$ cat config.mk
export PLATFORM = sky130hd
export DESIGN_NAME = kmp_ports
export DESIGN_NICKNAME = d
export VERILOG_FILES = /design/src/rtl/kmp_pkg.sv /design/src/rtl/kmp_ports.sv
export SDC_FILE = /design/constraint.sdc
export NUM_CORES = 1
export LEC_CHECK = 0
export BUFFER_PORTS_ARGS = -buffer_cell sky130_fd_sc_hd__buf_2
export CAP_MARGIN = 20
export CORE_ASPECT_RATIO = 1.25
export CORE_MARGIN = 2
export CORE_UTILIZATION = 25
export DETAILED_ROUTE_END_ITERATION = 16
export SKIP_LAST_GASP = 1
export SYNTH_ARGS = -nofsm -noshare
export SYNTH_HDL_FRONTEND = slang
export SYNTH_SLANG_ARGS = --single-unit
$ cat constraint.sdc
create_clock -name core_clk -period 3.9 [get_ports core_clk]
set_input_delay 0.78 -clock core_clk [delete_from_list [all_inputs] [get_ports core_clk]]
set_output_delay 0.78 -clock core_clk [all_outputs]
set_load 0.005 [all_outputs]
$ cat src/rtl/kmp_pkg.sv
// constants for the key matrix port block
// =====================================================================
package kmp_pkg;
    // =================================================================
    // register map, byte addresses
    localparam logic [7:0] ADDR_CTRL     = 8'h00; // key mode, group dir
    localparam logic [7:0] ADDR_FLEX_DIR = 8'h04;
    localparam logic [7:0] ADDR_FLEX_RES = 8'h08;
    localparam logic [7:0] ADDR_FLEX_SEL = 8'h0c; // wake level / pull-up choice
    localparam logic [7:0] ADDR_FLEX_OUT = 8'h10;
    localparam logic [7:0] ADDR_PPD_DIR  = 8'h14;
    localparam logic [7:0] ADDR_PPD_OUT  = 8'h18;
    localparam logic [7:0] ADDR_GRP_OUT  = 8'h1c;
    localparam logic [7:0] ADDR_PINS     = 8'h20; // read-only pin levels
    localparam logic [7:0] ADDR_IRQ_STAT = 8'h24;
    localparam logic [7:0] ADDR_IRQ_MASK = 8'h28;
    // =================================================================
    // field positions
    localparam int CTRL_KEY_MODE = 0;
    localparam int CTRL_GRP_DIR  = 1;
    localparam int PINS_FLEX_LSB = 0;
    localparam int PINS_IOK_LSB  = 4;
    localparam int PINS_PPD_LSB  = 8;
    localparam int PINS_GRP_LSB  = 12;
    localparam int IRQ_WAKE      = 0;
    // =================================================================
    // reset values and bus response codes
    localparam logic [1:0] CTRL_RST     = 2'h3; // key mode on, group output
    localparam logic [3:0] GRP_OUT_RST  = 4'h0;
    localparam logic [1:0] RESP_OKAY    = 2'h0;
    localparam logic [1:0] RESP_SLVERR  = 2'h2;
endpackage

$ cat src/rtl/kmp_ports.sv
// key matrix port groups with standby wake request and axi4-lite registers
//
// Decided for this implementation: the AXI4-Lite slave port and the placing of the registers.
`timescale 1ns/1ps
module kmp_ports #(
    parameter int FLEX_W = 3, // three_pin_flex_port width
    parameter int QUAD_W = 4  // width of the four-pin ports
) (
    input  wire logic              core_clk,        // 200 mhz clock
    input  wire logic              rst,             // async reset, high
    input  wire logic [7:0]        s_axi_awaddr,    // write address
    input  wire logic              s_axi_awvalid,   // write address valid
    output logic                   s_axi_awready,   // write address ready
    input  wire logic [31:0]       s_axi_wdata,     // write data
    input  wire logic [3:0]        s_axi_wstrb,     // write strobes
    input  wire logic              s_axi_wvalid,    // write data valid
    output logic                   s_axi_wready,    // write data ready
    output logic [1:0]             s_axi_bresp,     // write response
    output logic                   s_axi_bvalid,    // write response valid
    input  wire logic              s_axi_bready,    // write response ready
    input  wire logic [7:0]        s_axi_araddr,    // read address
    input  wire logic              s_axi_arvalid,   // read address valid
    output logic                   s_axi_arready,   // read address ready
    output logic [31:0]            s_axi_rdata,     // read data
    output logic [1:0]             s_axi_rresp,     // read response
    output logic                   s_axi_rvalid,    // read data valid
    input  wire logic              s_axi_rready,    // read data ready
    input  wire logic [FLEX_W-1:0] flex_in,         // three_pin_flex_port level
    output logic [FLEX_W-1:0]      flex_out,        // output value
    output logic [FLEX_W-1:0]      flex_oe,         // output enable
    output logic [FLEX_W-1:0]      flex_pu_en,      // pull-up on
    output logic [FLEX_W-1:0]      flex_pd_en,      // pull-down on
    output logic [FLEX_W-1:0]      flex_hi_drive,   // strong push-pull
    input  wire logic [QUAD_W-1:0] iok_in,          // input_only_key_port level
    output logic [QUAD_W-1:0]      iok_pu_en,       // pull-ups, always on
    input  wire logic [QUAD_W-1:0] ppd_in,          // per_pin_dir_port level
    output logic [QUAD_W-1:0]      ppd_out,         // output value
    output logic [QUAD_W-1:0]      ppd_oe,          // output enable
    output logic [QUAD_W-1:0]      ppd_pu_en,       // pull-up on
    input  wire logic [QUAD_W-1:0] grp_in,          // group_dir_port level
    output logic [QUAD_W-1:0]      grp_out,         // output value
    output logic [QUAD_W-1:0]      grp_oe,          // output enable
    output logic [QUAD_W-1:0]      grp_pu_en,       // pull-up on
    output logic                   wake_req,        // standby release request
    output logic                   irq              // interrupt, level high
);
    initial
    begin
        if (FLEX_W < 1 || FLEX_W > 4 || QUAD_W < 1 || QUAD_W > 4)
            $error("port widths must be 1 to 4");
    end

    // =================================================================
    // pin synchronisers
    logic [FLEX_W-1:0] flex_s1, flex_s2;
    logic [QUAD_W-1:0] iok_s1, iok_s2, ppd_s1, ppd_s2, grp_s1, grp_s2;
    always_ff @(posedge core_clk or posedge rst)
    begin
        if (rst)
        begin
            flex_s1 <= '0;
            flex_s2 <= '0;
            iok_s1  <= '1;
            iok_s2  <= '1;
            ppd_s1  <= '1;
            ppd_s2  <= '1;
            grp_s1  <= '1;
            grp_s2  <= '1;
        end
        else
        begin
            flex_s1 <= flex_in;
            flex_s2 <= flex_s1;
            iok_s1  <= iok_in;
            iok_s2  <= iok_s1;
            ppd_s1  <= ppd_in;
            ppd_s2  <= ppd_s1;
            grp_s1  <= grp_in;
            grp_s2  <= grp_s1;
        end
    end

    // =================================================================
    // control registers
    logic              key_mode;
    logic              grp_dir;     // 1 = output
    logic [FLEX_W-1:0] flex_dir;    // 1 = output
    logic [FLEX_W-1:0] flex_res;    // resistor enable
    logic [FLEX_W-1:0] flex_sel;    // 1 = pull-up in both modes; key mode: 1 = wake on low
    logic [FLEX_W-1:0] flex_val;
    logic [QUAD_W-1:0] ppd_dir;
    logic [QUAD_W-1:0] ppd_val;
    logic [QUAD_W-1:0] grp_val;
    logic              irq_stat;
    logic              irq_mask;

    logic       aw_held, w_held;
    logic [7:0] aw_addr;
    logic [31:0] w_data;
    logic [3:0]  w_strb;
    logic       do_write;
    assign do_write = aw_held && w_held && !s_axi_bvalid;

    function automatic logic known_addr(input logic [7:0] a);
        case (a)
            kmp_pkg::ADDR_CTRL, kmp_pkg::ADDR_FLEX_DIR, kmp_pkg::ADDR_FLEX_RES,
            kmp_pkg::ADDR_FLEX_SEL, kmp_pkg::ADDR_FLEX_OUT, kmp_pkg::ADDR_PPD_DIR,
            kmp_pkg::ADDR_PPD_OUT, kmp_pkg::ADDR_GRP_OUT, kmp_pkg::ADDR_PINS,
            kmp_pkg::ADDR_IRQ_STAT, kmp_pkg::ADDR_IRQ_MASK: known_addr = 1'b1;
            default: known_addr = 1'b0;
        endcase
    endfunction

    // write channel: address and data taken in either order
    always_ff @(posedge core_clk or posedge rst)
    begin
        if (rst)
        begin
            aw_held       <= 1'b0;
            w_held        <= 1'b0;
            aw_addr       <= 8'h00;
            w_data        <= 32'h0000_0000;
            w_strb        <= 4'h0;
            s_axi_awready <= 1'b0;
            s_axi_wready  <= 1'b0;
            s_axi_bvalid  <= 1'b0;
            s_axi_bresp   <= kmp_pkg::RESP_OKAY;
        end
        else
        begin
            s_axi_awready <= !aw_held && !s_axi_awready && s_axi_awvalid;
            s_axi_wready  <= !w_held && !s_axi_wready && s_axi_wvalid;
            if (s_axi_awvalid && s_axi_awready)
            begin
                aw_held <= 1'b1;
                aw_addr <= s_axi_awaddr;
            end
            if (s_axi_wvalid && s_axi_wready)
            begin
                w_held <= 1'b1;
                w_data <= s_axi_wdata;
                w_strb <= s_axi_wstrb;
            end
            if (do_write)
            begin
                aw_held      <= 1'b0;
                w_held       <= 1'b0;
                s_axi_bvalid <= 1'b1;
                s_axi_bresp  <= known_addr(aw_addr) ? kmp_pkg::RESP_OKAY
                                                    : kmp_pkg::RESP_SLVERR;
            end
            else if (s_axi_bready)
                s_axi_bvalid <= 1'b0;
        end
    end

    logic wr_lane0;
    assign wr_lane0 = do_write && w_strb[0];

    always_ff @(posedge core_clk or posedge rst)
    begin
        if (rst)
        begin
            key_mode <= kmp_pkg::CTRL_RST[kmp_pkg::CTRL_KEY_MODE];
            grp_dir  <= kmp_pkg::CTRL_RST[kmp_pkg::CTRL_GRP_DIR];
            flex_dir <= '0;
            flex_res <= '0;
            flex_sel <= '0;
            flex_val <= '0;
            ppd_dir  <= '0;
            ppd_val  <= '1;
            grp_val  <= kmp_pkg::GRP_OUT_RST[QUAD_W-1:0];
            irq_mask <= 1'b0;
        end
        else if (wr_lane0)
        begin
            case (aw_addr)
                kmp_pkg::ADDR_CTRL:
                begin
                    key_mode <= w_data[kmp_pkg::CTRL_KEY_MODE];
                    grp_dir  <= w_data[kmp_pkg::CTRL_GRP_DIR];
                end
                kmp_pkg::ADDR_FLEX_DIR: flex_dir <= w_data[FLEX_W-1:0];
                kmp_pkg::ADDR_FLEX_RES: flex_res <= w_data[FLEX_W-1:0];
                kmp_pkg::ADDR_FLEX_SEL: flex_sel <= w_data[FLEX_W-1:0];
                kmp_pkg::ADDR_FLEX_OUT: flex_val <= w_data[FLEX_W-1:0];
                kmp_pkg::ADDR_PPD_DIR:  ppd_dir  <= w_data[QUAD_W-1:0];
                kmp_pkg::ADDR_PPD_OUT:  ppd_val  <= w_data[QUAD_W-1:0];
                kmp_pkg::ADDR_GRP_OUT:  grp_val  <= w_data[QUAD_W-1:0];
                kmp_pkg::ADDR_IRQ_MASK: irq_mask <= w_data[kmp_pkg::IRQ_WAKE];
                default: ;
            endcase
        end
    end

    // =================================================================
    // wake detection
    logic [FLEX_W-1:0] flex_wake_pin;
    logic              next_wake;
    always_comb
    begin
        for (int i = 0; i < FLEX_W; i++)
            // sel=1 wakes on low, sel=0 on high; resistor does not matter
            flex_wake_pin[i] = !flex_dir[i] && (flex_sel[i] ? !flex_s2[i]
                                                            : flex_s2[i]);
        next_wake = (key_mode && |flex_wake_pin)
                  || !(&iok_s2)
                  || |(~ppd_dir & ~ppd_s2)
                  || (!grp_dir && !(&grp_s2));
    end

    always_ff @(posedge core_clk or posedge rst)
    begin
        if (rst)
            wake_req <= 1'b0;
        else
            wake_req <= next_wake;
    end

    // status set wins over write-one-to-clear in the same cycle
    always_ff @(posedge core_clk or posedge rst)
    begin
        if (rst)
            irq_stat <= 1'b0;
        else if (next_wake)
            irq_stat <= 1'b1;
        else if (wr_lane0 && aw_addr == kmp_pkg::ADDR_IRQ_STAT
                 && w_data[kmp_pkg::IRQ_WAKE])
            irq_stat <= 1'b0;
    end

    always_ff @(posedge core_clk or posedge rst)
    begin
        if (rst)
            irq <= 1'b0;
        else
            irq <= irq_stat && irq_mask;
    end

    // =================================================================
    // pad controls, all registered
    always_ff @(posedge core_clk or posedge rst)
    begin
        if (rst)
        begin
            flex_out      <= '0;
            flex_oe       <= '0;
            flex_pu_en    <= '0;
            flex_pd_en    <= '0;
            flex_hi_drive <= '0;
            iok_pu_en     <= '1;
            ppd_out       <= '0;
            ppd_oe        <= '0;
            ppd_pu_en     <= '1;
            grp_out       <= '0;
            grp_oe        <= '1;
            grp_pu_en     <= '0;
        end
        else
        begin
            iok_pu_en <= '1;
            for (int i = 0; i < FLEX_W; i++)
            begin
                if (key_mode)
                begin
                    flex_out[i]      <= 1'b0;
                    flex_oe[i]       <= flex_dir[i] && !flex_val[i];
                    flex_hi_drive[i] <= 1'b0;
                    flex_pu_en[i]    <= !flex_dir[i] && flex_res[i] && flex_sel[i];
                    flex_pd_en[i]    <= !flex_dir[i] && flex_res[i] && !flex_sel[i];
                end
                else
                begin
                    flex_out[i]      <= flex_val[i];
                    flex_oe[i]       <= flex_dir[i];
                    flex_hi_drive[i] <= flex_dir[i];
                    flex_pu_en[i]    <= !flex_dir[i] && flex_res[i] && flex_sel[i];
                    flex_pd_en[i]    <= !flex_dir[i] && flex_res[i] && !flex_sel[i];
                end
            end
            // open drain: pin driven only while the value is low
            ppd_out   <= '0;
            ppd_oe    <= ppd_dir & ~ppd_val;
            ppd_pu_en <= ~ppd_dir;
            grp_out   <= '0;
            grp_oe    <= grp_dir ? ~grp_val : '0;
            grp_pu_en <= grp_dir ? '0 : '1;
        end
    end

    // =================================================================
    // read channel
    function automatic logic [31:0] read_mux(input logic [7:0] a);
        logic [31:0] r;
        r = 32'h0000_0000;
        case (a)
            kmp_pkg::ADDR_CTRL:
            begin
                r[kmp_pkg::CTRL_KEY_MODE] = key_mode;
                r[kmp_pkg::CTRL_GRP_DIR]  = grp_dir;
            end
            kmp_pkg::ADDR_FLEX_DIR: r[FLEX_W-1:0] = flex_dir;
            kmp_pkg::ADDR_FLEX_RES: r[FLEX_W-1:0] = flex_res;
            kmp_pkg::ADDR_FLEX_SEL: r[FLEX_W-1:0] = flex_sel;
            kmp_pkg::ADDR_FLEX_OUT: r[FLEX_W-1:0] = flex_val;
            kmp_pkg::ADDR_PPD_DIR:  r[QUAD_W-1:0] = ppd_dir;
            kmp_pkg::ADDR_PPD_OUT:  r[QUAD_W-1:0] = ppd_val;
            kmp_pkg::ADDR_GRP_OUT:  r[QUAD_W-1:0] = grp_val;
            kmp_pkg::ADDR_PINS:
            begin
                r[kmp_pkg::PINS_FLEX_LSB +: FLEX_W] = flex_s2;
                r[kmp_pkg::PINS_IOK_LSB +: QUAD_W]  = iok_s2;
                r[kmp_pkg::PINS_PPD_LSB +: QUAD_W]  = ppd_s2;
                r[kmp_pkg::PINS_GRP_LSB +: QUAD_W]  = grp_s2;
            end
            kmp_pkg::ADDR_IRQ_STAT: r[kmp_pkg::IRQ_WAKE] = irq_stat;
            kmp_pkg::ADDR_IRQ_MASK: r[kmp_pkg::IRQ_WAKE] = irq_mask;
            default: r = 32'h0000_0000;
        endcase
        read_mux = r;
    endfunction

    always_ff @(posedge core_clk or posedge rst)
    begin
        if (rst)
        begin
            s_axi_arready <= 1'b0;
            s_axi_rvalid  <= 1'b0;
            s_axi_rdata   <= 32'h0000_0000;
            s_axi_rresp   <= kmp_pkg::RESP_OKAY;
        end
        else
        begin
            s_axi_arready <= !s_axi_arready && !s_axi_rvalid && s_axi_arvalid;
            if (s_axi_arvalid && s_axi_arready)
            begin
                s_axi_rvalid <= 1'b1;
                s_axi_rdata  <= read_mux(s_axi_araddr);
                s_axi_rresp  <= known_addr(s_axi_araddr) ? kmp_pkg::RESP_OKAY
                                                         : kmp_pkg::RESP_SLVERR;
            end
            else if (s_axi_rready)
                s_axi_rvalid <= 1'b0;
        end
    end
endmodule

==> Word level (Yosys, flattened, before mapping) <==
Cells that the tools add are included.
{ "totals": {"romBits": 0, "n_memories": 0, "latch_bits": 0, "ram_bits": 0, "register_bits": 131, "word_cells": 183} }
{ "classes": {"n_eq_ne": 20, "div_mod_pow": 0, "n_reduce_logical": 79, "bitwise_logic": 6, "mul": 0, "order_cmp": 0, "n_addsub": 0, "shifts": 0, "muxes": 35} }
{ "op_table": {"columns": ["operator", "n"], "rows": [
  ["8-bit by 5-bit equality test with 1-bit output, second input constant", 8],
  ["8-bit by 6-bit equality test with 1-bit output, second input constant", 6],
  ["8-bit by 4-bit equality test with 1-bit output, second input constant", 4],
  ["1-bit logical AND", 32],
  ["1-bit 2-to-1 mux", 26],
  ["1-bit zero test", 22],
  ["11-bit OR reduction", 2],
  ["2-bit AND reduction", 9],
  ["8-bit by 3-bit equality test with 1-bit output, second input constant", 2],
  ["8-bit zero test", 2],
  ["4-bit inverter", 4],
  ["12-bit 2-to-1 mux", 1],
  ["1-bit one-hot mux with 11 select lines", 1],
  ["2-bit nonzero test", 5],
  ["1-bit one-hot mux with 9 select lines", 1],
  ["4-bit AND", 2],
  ["4-bit 2-to-1 mux", 2],
  ["1-bit one-hot mux with 8 select lines", 1],
  ["4-bit AND reduction", 2],
  ["2-bit 2-to-1 mux", 2],
  ["4-bit OR reduction", 1],
  ["1-bit logical OR", 3],
  ["1-bit one-hot mux with 3 select lines", 1],
  ["3-bit OR reduction", 1]
]} }

==> Depth between registers and ports, before layout <==
Gate-level depths: netlist of run 1.
{ "logic_depth": {"depth_word": 9, "depth_mapped": 5, "ltp_nobuf": 4} }

==> Worst setup path after synthesis of run 1 <==
No wires, ideal clock.
{ "synth_timing": {"path_kind": "in2reg", "start": "in s_axi_araddr[7]", "end": "reg s_axi_rdata[10]", "path_buffers": 1, "setup_ns": 0.065, "slack_ns": 1.848, "t_arrival_ns": 1.987, "path_stages": 4, "t_required_ns": 3.835, "cell_sequence": "or4_1 nor4_2 buf_4 a22o_1"} }
{ "synth_between": {"elab_chain_len": 2} }
{ "synth_lines": {"columns": ["item", "line", "rtl"], "rows": [
  ["start: declaration", "kmp_ports.sv:21", "input wire logic [7:0] s_axi_araddr,"],
  ["8-bit by 6-bit equality test with 1-bit output", "kmp_ports.sv:296", "case (a)"],
  ["12-bit 2-to-1 mux", "kmp_ports.sv:296", null],
  ["end signal: assignment", "kmp_ports.sv:338", "s_axi_rdata <= read_mux(s_axi_araddr);"],
  ["end: declaration", "kmp_ports.sv:24", "output logic [31:0] s_axi_rdata,"]
]} }
Every way passes these cells.
A chain may end at the register's enable or synchronous reset.

==> Worst setup path after layout of run 1 <==
{ "layout_timing": {"start": "reg aw_addr[7]", "end": "reg grp_val[1]"} }
{ "layout_between": {"elab_chain_len": 2} }
{ "layout_lines": {"columns": ["item", "line", "rtl"], "rows": [
  ["start: declaration", "kmp_ports.sv:98", "logic [7:0] aw_addr;"],
  ["start signal: assignment", "kmp_ports.sv:136", "aw_addr <= s_axi_awaddr;"],
  ["8-bit by 5-bit equality test with 1-bit output", "kmp_ports.sv:177", "case (aw_addr)"],
  ["2-bit AND reduction (no line)", null, null],
  ["end signal: assignment", "kmp_ports.sv:172", "grp_val <= kmp_pkg::GRP_OUT_RST[QUAD_W-1:0];"],
  ["end signal: assignment", "kmp_ports.sv:189", "kmp_pkg::ADDR_GRP_OUT: grp_val <= w_data[QUAD_W-1:0];"],
  ["end: declaration", "kmp_ports.sv:93", "logic [QUAD_W-1:0] grp_val;"]
]} }
Every way passes these cells.

==> impl_metrics.env, run 1 <==
export IMPL_path_max_fanout=4
export IMPL_drv_slew=0
export IMPL_io_pins=160
export IMPL_regMostFlops="s_axi_rdata"
export IMPL_path_clk_slew_ns=0.05
export IMPL_critical_path_max_stage_delay_ns=0.45
export IMPL_critPathTopFamily="simple AND/OR/NAND/NOR gates"
export IMPL_p_per_area_nw_per_um2=594
export IMPL_yosys_warnings=0
export IMPL_cts_setup_buffers=0
export IMPL_cts_root_buffer="clkbuf_16"
export IMPL_path_cells="or3b_4, nor4b_4, nand4_1, mux2_2"
export IMPL_critPathLaunch="aw_addr[7]"
export IMPL_start_util=0.256
export IMPL_final_nets=545
export IMPL_synth_edf_count=0
export IMPL_peakVddDrop_uv=322
export IMPL_relSlewSlack=0.457
export IMPL_synth_distinct_cells=49
export IMPL_dieWidth_um=131
export IMPL_cp_end_kind="flip-flop"
export IMPL_cts_sinks=126
export IMPL_grt_start_max_net_pins=127
export IMPL_hold_class="flip-flop to flip-flop"
export IMPL_num_rows=57
export IMPL_ant_nets=0
export IMPL_finalCritPeriodShare=0.522
export IMPL_fin_area_sq_um=6300
export IMPL_first_iter_violations=149
export IMPL_crit_path_end="grp_val[1]"
export IMPL_leakage_nw=2.97
export IMPL_numPortBuffers=98
export IMPL_worstRegToRegCells=4
export IMPL_dieArea_sq_um=21200
export IMPL_r2r_start="aw_addr[7]"
export IMPL_seq_area_frac_synth=0.640
export IMPL_drc=0
export IMPL_finClkSkew_ns=0.0137
export IMPL_tns_ns=0
export IMPL_first_global_vias=3301
export IMPL_cts_tree="built"
export IMPL_cp_slowest_cell="or3b_4"
export IMPL_dpl_cell_area_sq_um=5680
export IMPL_maxCapViolCount=0
export IMPL_drive_above_1_share=0.452
export IMPL_clk_latency_ns=0.42
export IMPL_globalplace_congestion=0.781
export IMPL_synth_top_flop_cell="dfrtp_1"
export IMPL_fill_cells=1983
export IMPL_finalCriticalPeriod_ns=2.03
export IMPL_arrival_ns=2.34
export IMPL_wl_per_cell_um=15.5
export IMPL_crit_buf_inv=0
export IMPL_via_per_inst=4.29
export IMPL_areaGrowthSynthToFinish_pct=25.8
export IMPL_reg_top3="s_axi_rdata (16), aw_addr (8)"
export IMPL_cts_repair_resized=0
export IMPL_hold_viol=0
export IMPL_ys_ff_latch=126
export IMPL_cts_hold_buf=0
export IMPL_die_y_um=162
export IMPL_criticalPathCategory="flip-flop to flip-flop"
export IMPL_vias=3216
export IMPL_fmax_ghz=0.492
export IMPL_cp_depth=4
export IMPL_numCtsBuffers=17
export IMPL_tightest_slew_ns=0.812
export IMPL_grt_pass1_wl_um=18000
export IMPL_core_sq_um=19500
export IMPL_worstReg2RegEnd="grp_val[1]"
export IMPL_start_kind="flip-flop"
export IMPL_grt_usage=0.115
export IMPL_overflow=0
export IMPL_clockBufferDepth=2
export IMPL_largest_reg_flops=16
export IMPL_antenna_found_initial=0
export IMPL_syn_instance_count=365
export IMPL_status="completed"
export IMPL_ff2ff_setup_slack_ns=1.87
export IMPL_diodes=0
export IMPL_drt_first_pass_iters=4
export IMPL_hpwl_um=8370
export IMPL_cp_required_ns=4.21
export IMPL_async_reset_ff_frac=1.00
export IMPL_wl_um=11600
export IMPL_netlist_area_sq_um=5000
export IMPL_syn_avg_cell_area_sq_um=13.7
export IMPL_setup_viol_count_final=0
export IMPL_rsz0062_at_grt="no"
export IMPL_htreeDepth=4
-- cell families after synthesis --
group                  synth area share
AO/OA/AOI/OAI                    0.0703
buffers and inverters            0.0680
other                           0.00150
flip-flops                        0.640
AND/OR/NAND/NOR                   0.104
XOR/XNOR                        0.00525
multiplexers                      0.111
-- metal layers --
metal | up-vias | GRT usage | part of all wire
met5 | - | 0 | 0
met1 | 1612 | 0.139 | 0.41
met3 | 26 | 0.0395 | 0.063
li1 | 1441 | - | -
met2 | 137 | 0.183 | 0.50
met4 | 0 | 0.0571 | 0.028
-- where the power goes --
group          total [W]  leakage [nW]  internal, W  switching [W]
clock network    0.00164         0.288      0.00107       0.000565
logic           0.000404          1.13     0.000210       0.000194
registers        0.00170          1.55      0.00150       0.000204
total            0.00374          2.97      0.00278       0.000963
-- synth_stat cells, types with 3 or more instances --
cell type  number  area, sq um
nor3_1          3         15.0
a21oi_1         4         20.0
dfrtp_1        88         2200
mux2i_1         5         50.1
inv_1          12         45.0
nand2_1        16         60.1
o21ai_0         7         35.0
mux2_2         41          462
buf_4          34          255
a21boi_0        5         37.5
o22ai_1         3         18.8
a22o_1         12          105
nor2b_1        10         62.6
nand4_1         7         43.8
nor2_1         17         63.8
xnor2_1         3         26.3
dfstp_2        38          998
and3b_1         5         43.8
nor3b_1         7         52.6
clkbuf_1        6         22.5
a41oi_1         3         26.3
-- cell type report --
type,instances,area [sq um],area share
multi-input cells,213,1570,0.249
flip-flops and latches,126,3200,0.508
clock buffers,23,488,0.0775
well taps,265,332,0.0527
inverters,12,48.8,0.00775
clock inverters,9,133,0.0211
repair buffers,101,526,0.0835
-- placed cells by master, fill, tap and decap left out, types with 3 or more instances in the layout --
cell	Yosys	layout
xnor2_1	3	3
nor3_1	3	3
nor2_1	17	17
o21ai_0	7	7
a21boi_0	5	5
mux2i_1	5	5
inv_1	12	11
nand2_1	16	16
a21oi_1	4	4
clkbuf_8	0	4
dfstp_2	38	38
nor3b_1	7	7
clkinvlp_4	0	6
mux2_2	41	41
clkbuf_16	0	17
dfrtp_1	88	88
nand4_1	7	7
conb_1	2	30
buf_2	1	98
and3b_1	5	5
a22o_1	12	12
a41oi_1	3	3
bufinv_16	0	3
nor2b_1	10	10
o22ai_1	3	3
-- worst min path at each step --
stage,depth (start not counted),from,slack [ns],to
floorplan,0,flex_s1[0],0.33,flex_s2[0]
global placement,0,flex_s1[0],0.34,flex_s2[0]
detailed placement,0,flex_s1[1],0.34,flex_s2[1]
CTS,0,flex_s1[1],0.35,flex_s2[1]
global route,0,iok_s1[3],0.36,iok_s2[3]
finish,0,flex_s1[2],0.35,flex_s2[2]
-- per-stage QoR --
stage               hold slack (ns)  power (W)  setup slack, ns  instances  utilization
floorplan                     0.331    0.00196             1.60        393            -
global placement              0.338    0.00211             1.56        717        0.290
detailed placement            0.336    0.00214             1.56        717        0.290
CTS                           0.349    0.00379             1.88        749        0.322
global route                  0.357    0.00392             1.80        749        0.322
finish                        0.347    0.00374             1.87        749        0.322
(Power assumes the default switching activity.)
==> run 2: changes to the inputs <==
clock period = 1.9 ns   (was 3.9 ns; I/O delays follow)
==> run 2 against run 1 <==
Net effect: non-clock buffer count up 26; clock power is 91% higher; largest power group unchanged; highest routed layer unchanged; worst setup slack got worse by 1.8 ns; core utilization up 1.1 points; flip-flop and latch count unchanged.
==> impl_metrics.env, run 2 (synthesis results as in run 1) <==
export IMPL_status="completed"
export IMPL_num_rows=57
export IMPL_clockBufferDepth=2
export IMPL_numPortBuffers=98
export IMPL_path_max_fanout=4
export IMPL_fmax_ghz=0.538
export IMPL_dieArea_sq_um=21200
export IMPL_hold_class="input port to async pin"
export IMPL_vias=3292
export IMPL_hold_slack_ns=0.0431
export IMPL_leakage_nw=3.13
export IMPL_worstReg2RegEnd="grp_val[2]"
export IMPL_path_clk_slew_ns=0.06
export IMPL_switching_share=0.266
export IMPL_relSlewSlack=0.601
export IMPL_crit_buf_inv=2
export IMPL_p_per_area_nw_per_um2=1170
export IMPL_cts_tree="built"
export IMPL_tightest_slew_ns=0.597
export IMPL_finalCritPeriodShare=0.979
export IMPL_hpwl_um=8940
export IMPL_rsz0062_at_grt="yes"
export IMPL_peakVddDrop_uv=552
export IMPL_setup_viol_count_final=0
export IMPL_layout_common_cells="98 x buf_2, 88 x dfrtp_1, 39 x mux2_2, 38 x dfstp_2, 30 x conb_1"
export IMPL_power_frac_clock=0.412
export IMPL_ff2ff_setup_slack_ns=0.04
export IMPL_p_sw_w=0.00203
export IMPL_arrival_ns=2.15
export IMPL_cts_hold_buf=0
export IMPL_r2r_start="aw_addr[6]"
export IMPL_critPathTopFamily="simple AND/OR/NAND/NOR gates"
export IMPL_pwr_share_seq=0.457
export IMPL_final_common_cell="buf_2"
export IMPL_path_cells="or3b_4, buf_6, nor4b_4, nand4_1, buf_6, mux2_2"
export IMPL_hold_viol=0
export IMPL_drt_first_pass_iters=5
export IMPL_criticalPathCategory="flip-flop to flip-flop"
export IMPL_areaGrowthSynthToFinish_pct=30.0
export IMPL_grt_start_max_net_pins=32
export IMPL_critical_path_max_stage_delay_ns=0.42
export IMPL_drv_slew=0
export IMPL_combPwrFrac=0.131
export IMPL_antenna_found_initial=0
export IMPL_cp_slowest_cell="or3b_4"
export IMPL_wl_per_cell_um=15.4
export IMPL_numCtsBuffers=17
export IMPL_register_area_sq_um=3200
export IMPL_htreeDepth=4
export IMPL_dieWidth_um=131
export IMPL_clk_latency_ns=0.41
export IMPL_maxCapViolCount=0
export IMPL_cts_sinks=126
export IMPL_start_kind="flip-flop"
export IMPL_start_util=0.256
export IMPL_cts_root_buffer="clkbuf_16"
export IMPL_cp_required_ns=2.19
export IMPL_globalplace_congestion=0.829
export IMPL_first_global_vias=3454
export IMPL_finClkSkew_ns=0.00796
export IMPL_regMostFlops="s_axi_rdata"
export IMPL_grt_pass1_wl_um=18800
export IMPL_diodes=0
export IMPL_io_pins=160
export IMPL_utilization=0.333
export IMPL_grt_usage=0.118
export IMPL_multi_input_area_sq_um=1590
export IMPL_final_nets=571
export IMPL_wl_um=11900
export IMPL_drc=0
export IMPL_first_iter_violations=154
export IMPL_fill_cells=1967
export IMPL_via_per_inst=4.25
export IMPL_largest_reg_flops=16
export IMPL_dp_cells=739
export IMPL_worstRegToRegCells=6
export IMPL_intPower_w=0.00559
export IMPL_drive_above_1_share=0.488
export IMPL_final_cells=775
export IMPL_ant_nets=0
export IMPL_overflow=0
export IMPL_reg_top3="s_axi_rdata (16), aw_addr (8)"
export IMPL_cp_end_kind="flip-flop"
export IMPL_finalCriticalPeriod_ns=1.86
export IMPL_core_sq_um=19500
export IMPL_path_common_cell="buf_6"
export IMPL_die_y_um=162
[run 2: power by group through the flow]
stage	combinational [W]	clock (W)	sequential, W
global route	0.00111	0.00336	0.00354
CTS	0.000988	0.00323	0.00348
global placement	0.000922	0	0.00350
detailed placement	0.000947	0	0.00352
floorplan	0.000654	0	0.00337
finish	0.000999	0.00314	0.00348
[run 2: metrics by stage]
| step | worst slack, ns | TNS, ns | cell area, sq um | power (W) |
|---|---|---|---|---|
| floorplan | -0.00225 | -0.198 | 5110 | 0.00402 |
| global placement | 0.0457 | 0 | 5870 | 0.00442 |
| detailed placement | -0.0191 | -0.0191 | 5870 | 0.00447 |
| CTS | -0.000539 | -0.000539 | 6480 | 0.00770 |
| global route | -0.0404 | -0.202 | 6510 | 0.00801 |
| finish | 0.0399 | 0 | 6510 | 0.00761 |
[run 2: how the worst max path moves through the flow]
stage	startpoint	end	slack [ns]	cells past startpoint
6_report	aw_addr[6]	grp_val[2]	0.04	6
3_3_place_gp	s_axi_araddr[7]	s_axi_rdata[1]	0.05	6
5_1_grt	aw_addr[6]	grp_val[1]	-0.04	6
2_1_floorplan	rst	aw_addr[0]	-0.002	1
3_5_place_dp	s_axi_araddr[7]	s_axi_rdata[1]	-0.02	6
4_1_cts	aw_addr[6]	ppd_dir[2]	-0.0005	6
[run 2: area by class of cell]
cell class / count / area share
sequential: 126 / 0.492
multi-input combinational: 213 / 0.244
timing repair buffer: 127 / 0.116
clock buffer: 19 / 0.0681
tap: 265 / 0.0509
clock inverter: 13 / 0.0213
inverter: 12 / 0.00750
[run 2: repair_timing]
item                                    CTS  global route
gates resized for setup                   2             7
pin swaps                                 3             2
setup buffers                             3             1
endpoints found under the setup margin    3            18
[run 2: metal layers]
| metal | routed length (um) | part of all wire | track usage | up-vias |
|---|---|---|---|---|
| li1 | - | - | - | 1501 |
| met1 | 4930 | 0.41 | 0.140 | 1632 |
| met2 | 6020 | 0.50 | 0.196 | 133 |
| met3 | 665 | 0.056 | 0.0329 | 26 |
| met4 | 315 | 0.026 | 0.0532 | 0 |
| met5 | 0 | 0 | 0 | - |
==> run 3: changes to the inputs <==
HOLD_SLACK_MARGIN = 0.1   (was unset)
SKIP_LAST_GASP = unset   (was 1)
clock period = 1.98 ns   (was 1.9 ns; I/O delays follow)
==> run 3 against run 2 <==
Net effect: design area about the same; worst setup slack improved by 0.12 ns; wire length decreased by 2.3%; clock skew decreased by 0.0012 ns; critical path type unchanged; first-iteration DRC count decreased by 19%; largest power group unchanged; register-to-register slack improved by 0.12 ns; clock-buffer cell count increased by 3.
==> impl_metrics.env, run 3 (synthesis results as in run 1) <==
export IMPL_status="completed"
export IMPL_cts_setup_buffers=0
export IMPL_criticalPathCategory="flip-flop to flip-flop"
export IMPL_rsz0062_at_grt="no"
export IMPL_num_rows=57
export IMPL_layout_common_cells="98 x buf_2, 88 x dfrtp_1, 41 x mux2_2, 38 x dfstp_2, 30 x conb_1"
export IMPL_p_sw_w=0.00190
export IMPL_arrival_ns=2.12
export IMPL_ff2ff_setup_slack_ns=0.16
export IMPL_cp_end_kind="flip-flop"
export IMPL_path_cells="or3b_4, nor4b_4, buf_4, nand2_1, mux2_2"
export IMPL_cts_sinks=126
export IMPL_first_global_vias=3385
export IMPL_reg_top3="s_axi_rdata (16), aw_addr (8)"
export IMPL_grt_usage=0.114
export IMPL_htreeDepth=4
export IMPL_cts_repair_resized=0
export IMPL_via_per_inst=4.25
export IMPL_dieWidth_um=131
export IMPL_drv_slew=0
export IMPL_worstRegToRegCells=5
export IMPL_cp_slowest_cell="or3b_4"
export IMPL_final_nets=570
export IMPL_dp_cells=727
export IMPL_tightest_slew_ns=0.680
export IMPL_power_frac_clock=0.427
export IMPL_leakage_nw=3.09
export IMPL_start_kind="flip-flop"
export IMPL_fill_cells=1975
export IMPL_final_cells=774
export IMPL_io_pins=160
export IMPL_peakVddDrop_uv=716
export IMPL_switching_share=0.259
export IMPL_register_area_sq_um=3200
export IMPL_hold_viol=0
export IMPL_hold_class="input port to async pin"
export IMPL_power_total_w=0.00735
export IMPL_final_common_cell="buf_2"
export IMPL_globalplace_congestion=0.830
export IMPL_numPortBuffers=98
export IMPL_fmax_ghz=0.549
export IMPL_worstReg2RegEnd="ppd_dir[2]"
export IMPL_dieArea_sq_um=21200
export IMPL_path_max_fanout=4
export IMPL_die_y_um=162
export IMPL_core_sq_um=19500
export IMPL_ant_nets=0
export IMPL_tns_ns=0
export IMPL_grt_start_max_net_pins=127
export IMPL_antenna_found_initial=0
export IMPL_finalCriticalPeriod_ns=1.82
export IMPL_critical_path_max_stage_delay_ns=0.45
export IMPL_hpwl_um=8500
export IMPL_r2r_start="aw_addr[7]"
export IMPL_critPathLaunch="aw_addr[7]"
export IMPL_drc=0
export IMPL_drive_above_1_share=0.448
export IMPL_p_per_area_nw_per_um2=1130
export IMPL_cp_required_ns=2.27
export IMPL_maxCapViolCount=0
export IMPL_clockBufferDepth=2
export IMPL_regMostFlops="s_axi_rdata"
export IMPL_largest_reg_flops=16
export IMPL_setup_viol_count_final=0
export IMPL_multi_input_area_sq_um=1570
export IMPL_pwr_share_seq=0.457
export IMPL_vias=3287
export IMPL_overflow=0
export IMPL_utilization=0.333
export IMPL_cts_root_buffer="clkbuf_16"
export IMPL_path_clk_slew_ns=0.05
export IMPL_relSlewSlack=0.547
export IMPL_hold_slack_ns=0.150
export IMPL_intPower_w=0.00545
export IMPL_grt_pass1_wl_um=18000
export IMPL_wl_um=11700
export IMPL_clk_latency_ns=0.41
export IMPL_finClkSkew_ns=0.00679
export IMPL_combPwrFrac=0.116
export IMPL_drt_first_pass_iters=4
export IMPL_cts_tree="built"
export IMPL_diodes=0
export IMPL_areaGrowthSynthToFinish_pct=29.9
export IMPL_wl_per_cell_um=15.1
export IMPL_numCtsBuffers=17
export IMPL_cts_hold_buf=15
export IMPL_start_util=0.256
export IMPL_first_iter_violations=124
export IMPL_finalCritPeriodShare=0.920
==> run 3: cell types whose count changed in the layout (fill, tap and decap cells not counted), sizes merged <==
cell | before | now
buf | 127 | 111
dlygate4sd3 | 0 | 15
clkbuf | 19 | 22
clkinv | 7 | 5
inv | 13 | 11
bufinv | 2 | 3
==> run 3: cell type report <==
type | instances | area share
Clock buffer | 22 | 0.0714
Timing Repair Buffer | 126 | 0.115
Sequential cell | 126 | 0.492
Tap cell | 265 | 0.0510
Inverter | 12 | 0.00750
Multi-Input combinational cell | 213 | 0.241
Clock inverter | 10 | 0.0212
==> run 3: per-layer routing <==
layer	part of all wire	up-vias	global-route usage
li1	-	1493	-
met1	0.41	1625	0.135
met2	0.49	136	0.184
met3	0.057	33	0.0362
met4	0.036	0	0.0609
met5	0	-	0
==> run 3: how the worst max path moves through the flow <==
stage	to	slack, ns	cells past startpoint
2_1_floorplan	aw_addr[0]	0.06	1
3_3_place_gp	s_axi_rdata[9]	0.08	5
3_5_place_dp	s_axi_rdata[5]	0.08	5
4_1_cts	ppd_dir[0]	0.17	5
5_1_grt	ppd_dir[0]	0.11	5
6_report	ppd_dir[2]	0.16	5
==> run 3: worst max-delay path: cells and delay by family, from the launching register on <==
family                 cells  cell delay [ns]
buffers and inverters      1             0.17
DFF                        1             0.38
muxes                      1             0.32
and+or+nand+nor            3             0.83
==> run 3: power by group through the flow <==
| stage | registers [W] | clock network, W | logic, W |
|---|---|---|---|
| global route | 0.00342 | 0.00334 | 0.000954 |
| CTS | 0.00336 | 0.00321 | 0.000867 |
| global placement | 0.00338 | 0 | 0.000810 |
| detailed placement | 0.00340 | 0 | 0.000840 |
| finish | 0.00336 | 0.00314 | 0.000851 |
| floorplan | 0.00323 | 0 | 0.000628 |
==> run 3: metrics by stage <==
stage	setup slack, ns	area [sq um]
finish	0.158	6500
global route	0.108	6500
CTS	0.172	6500
detailed placement	0.0771	5750
global placement	0.0764	5750
floorplan	0.0618	5110
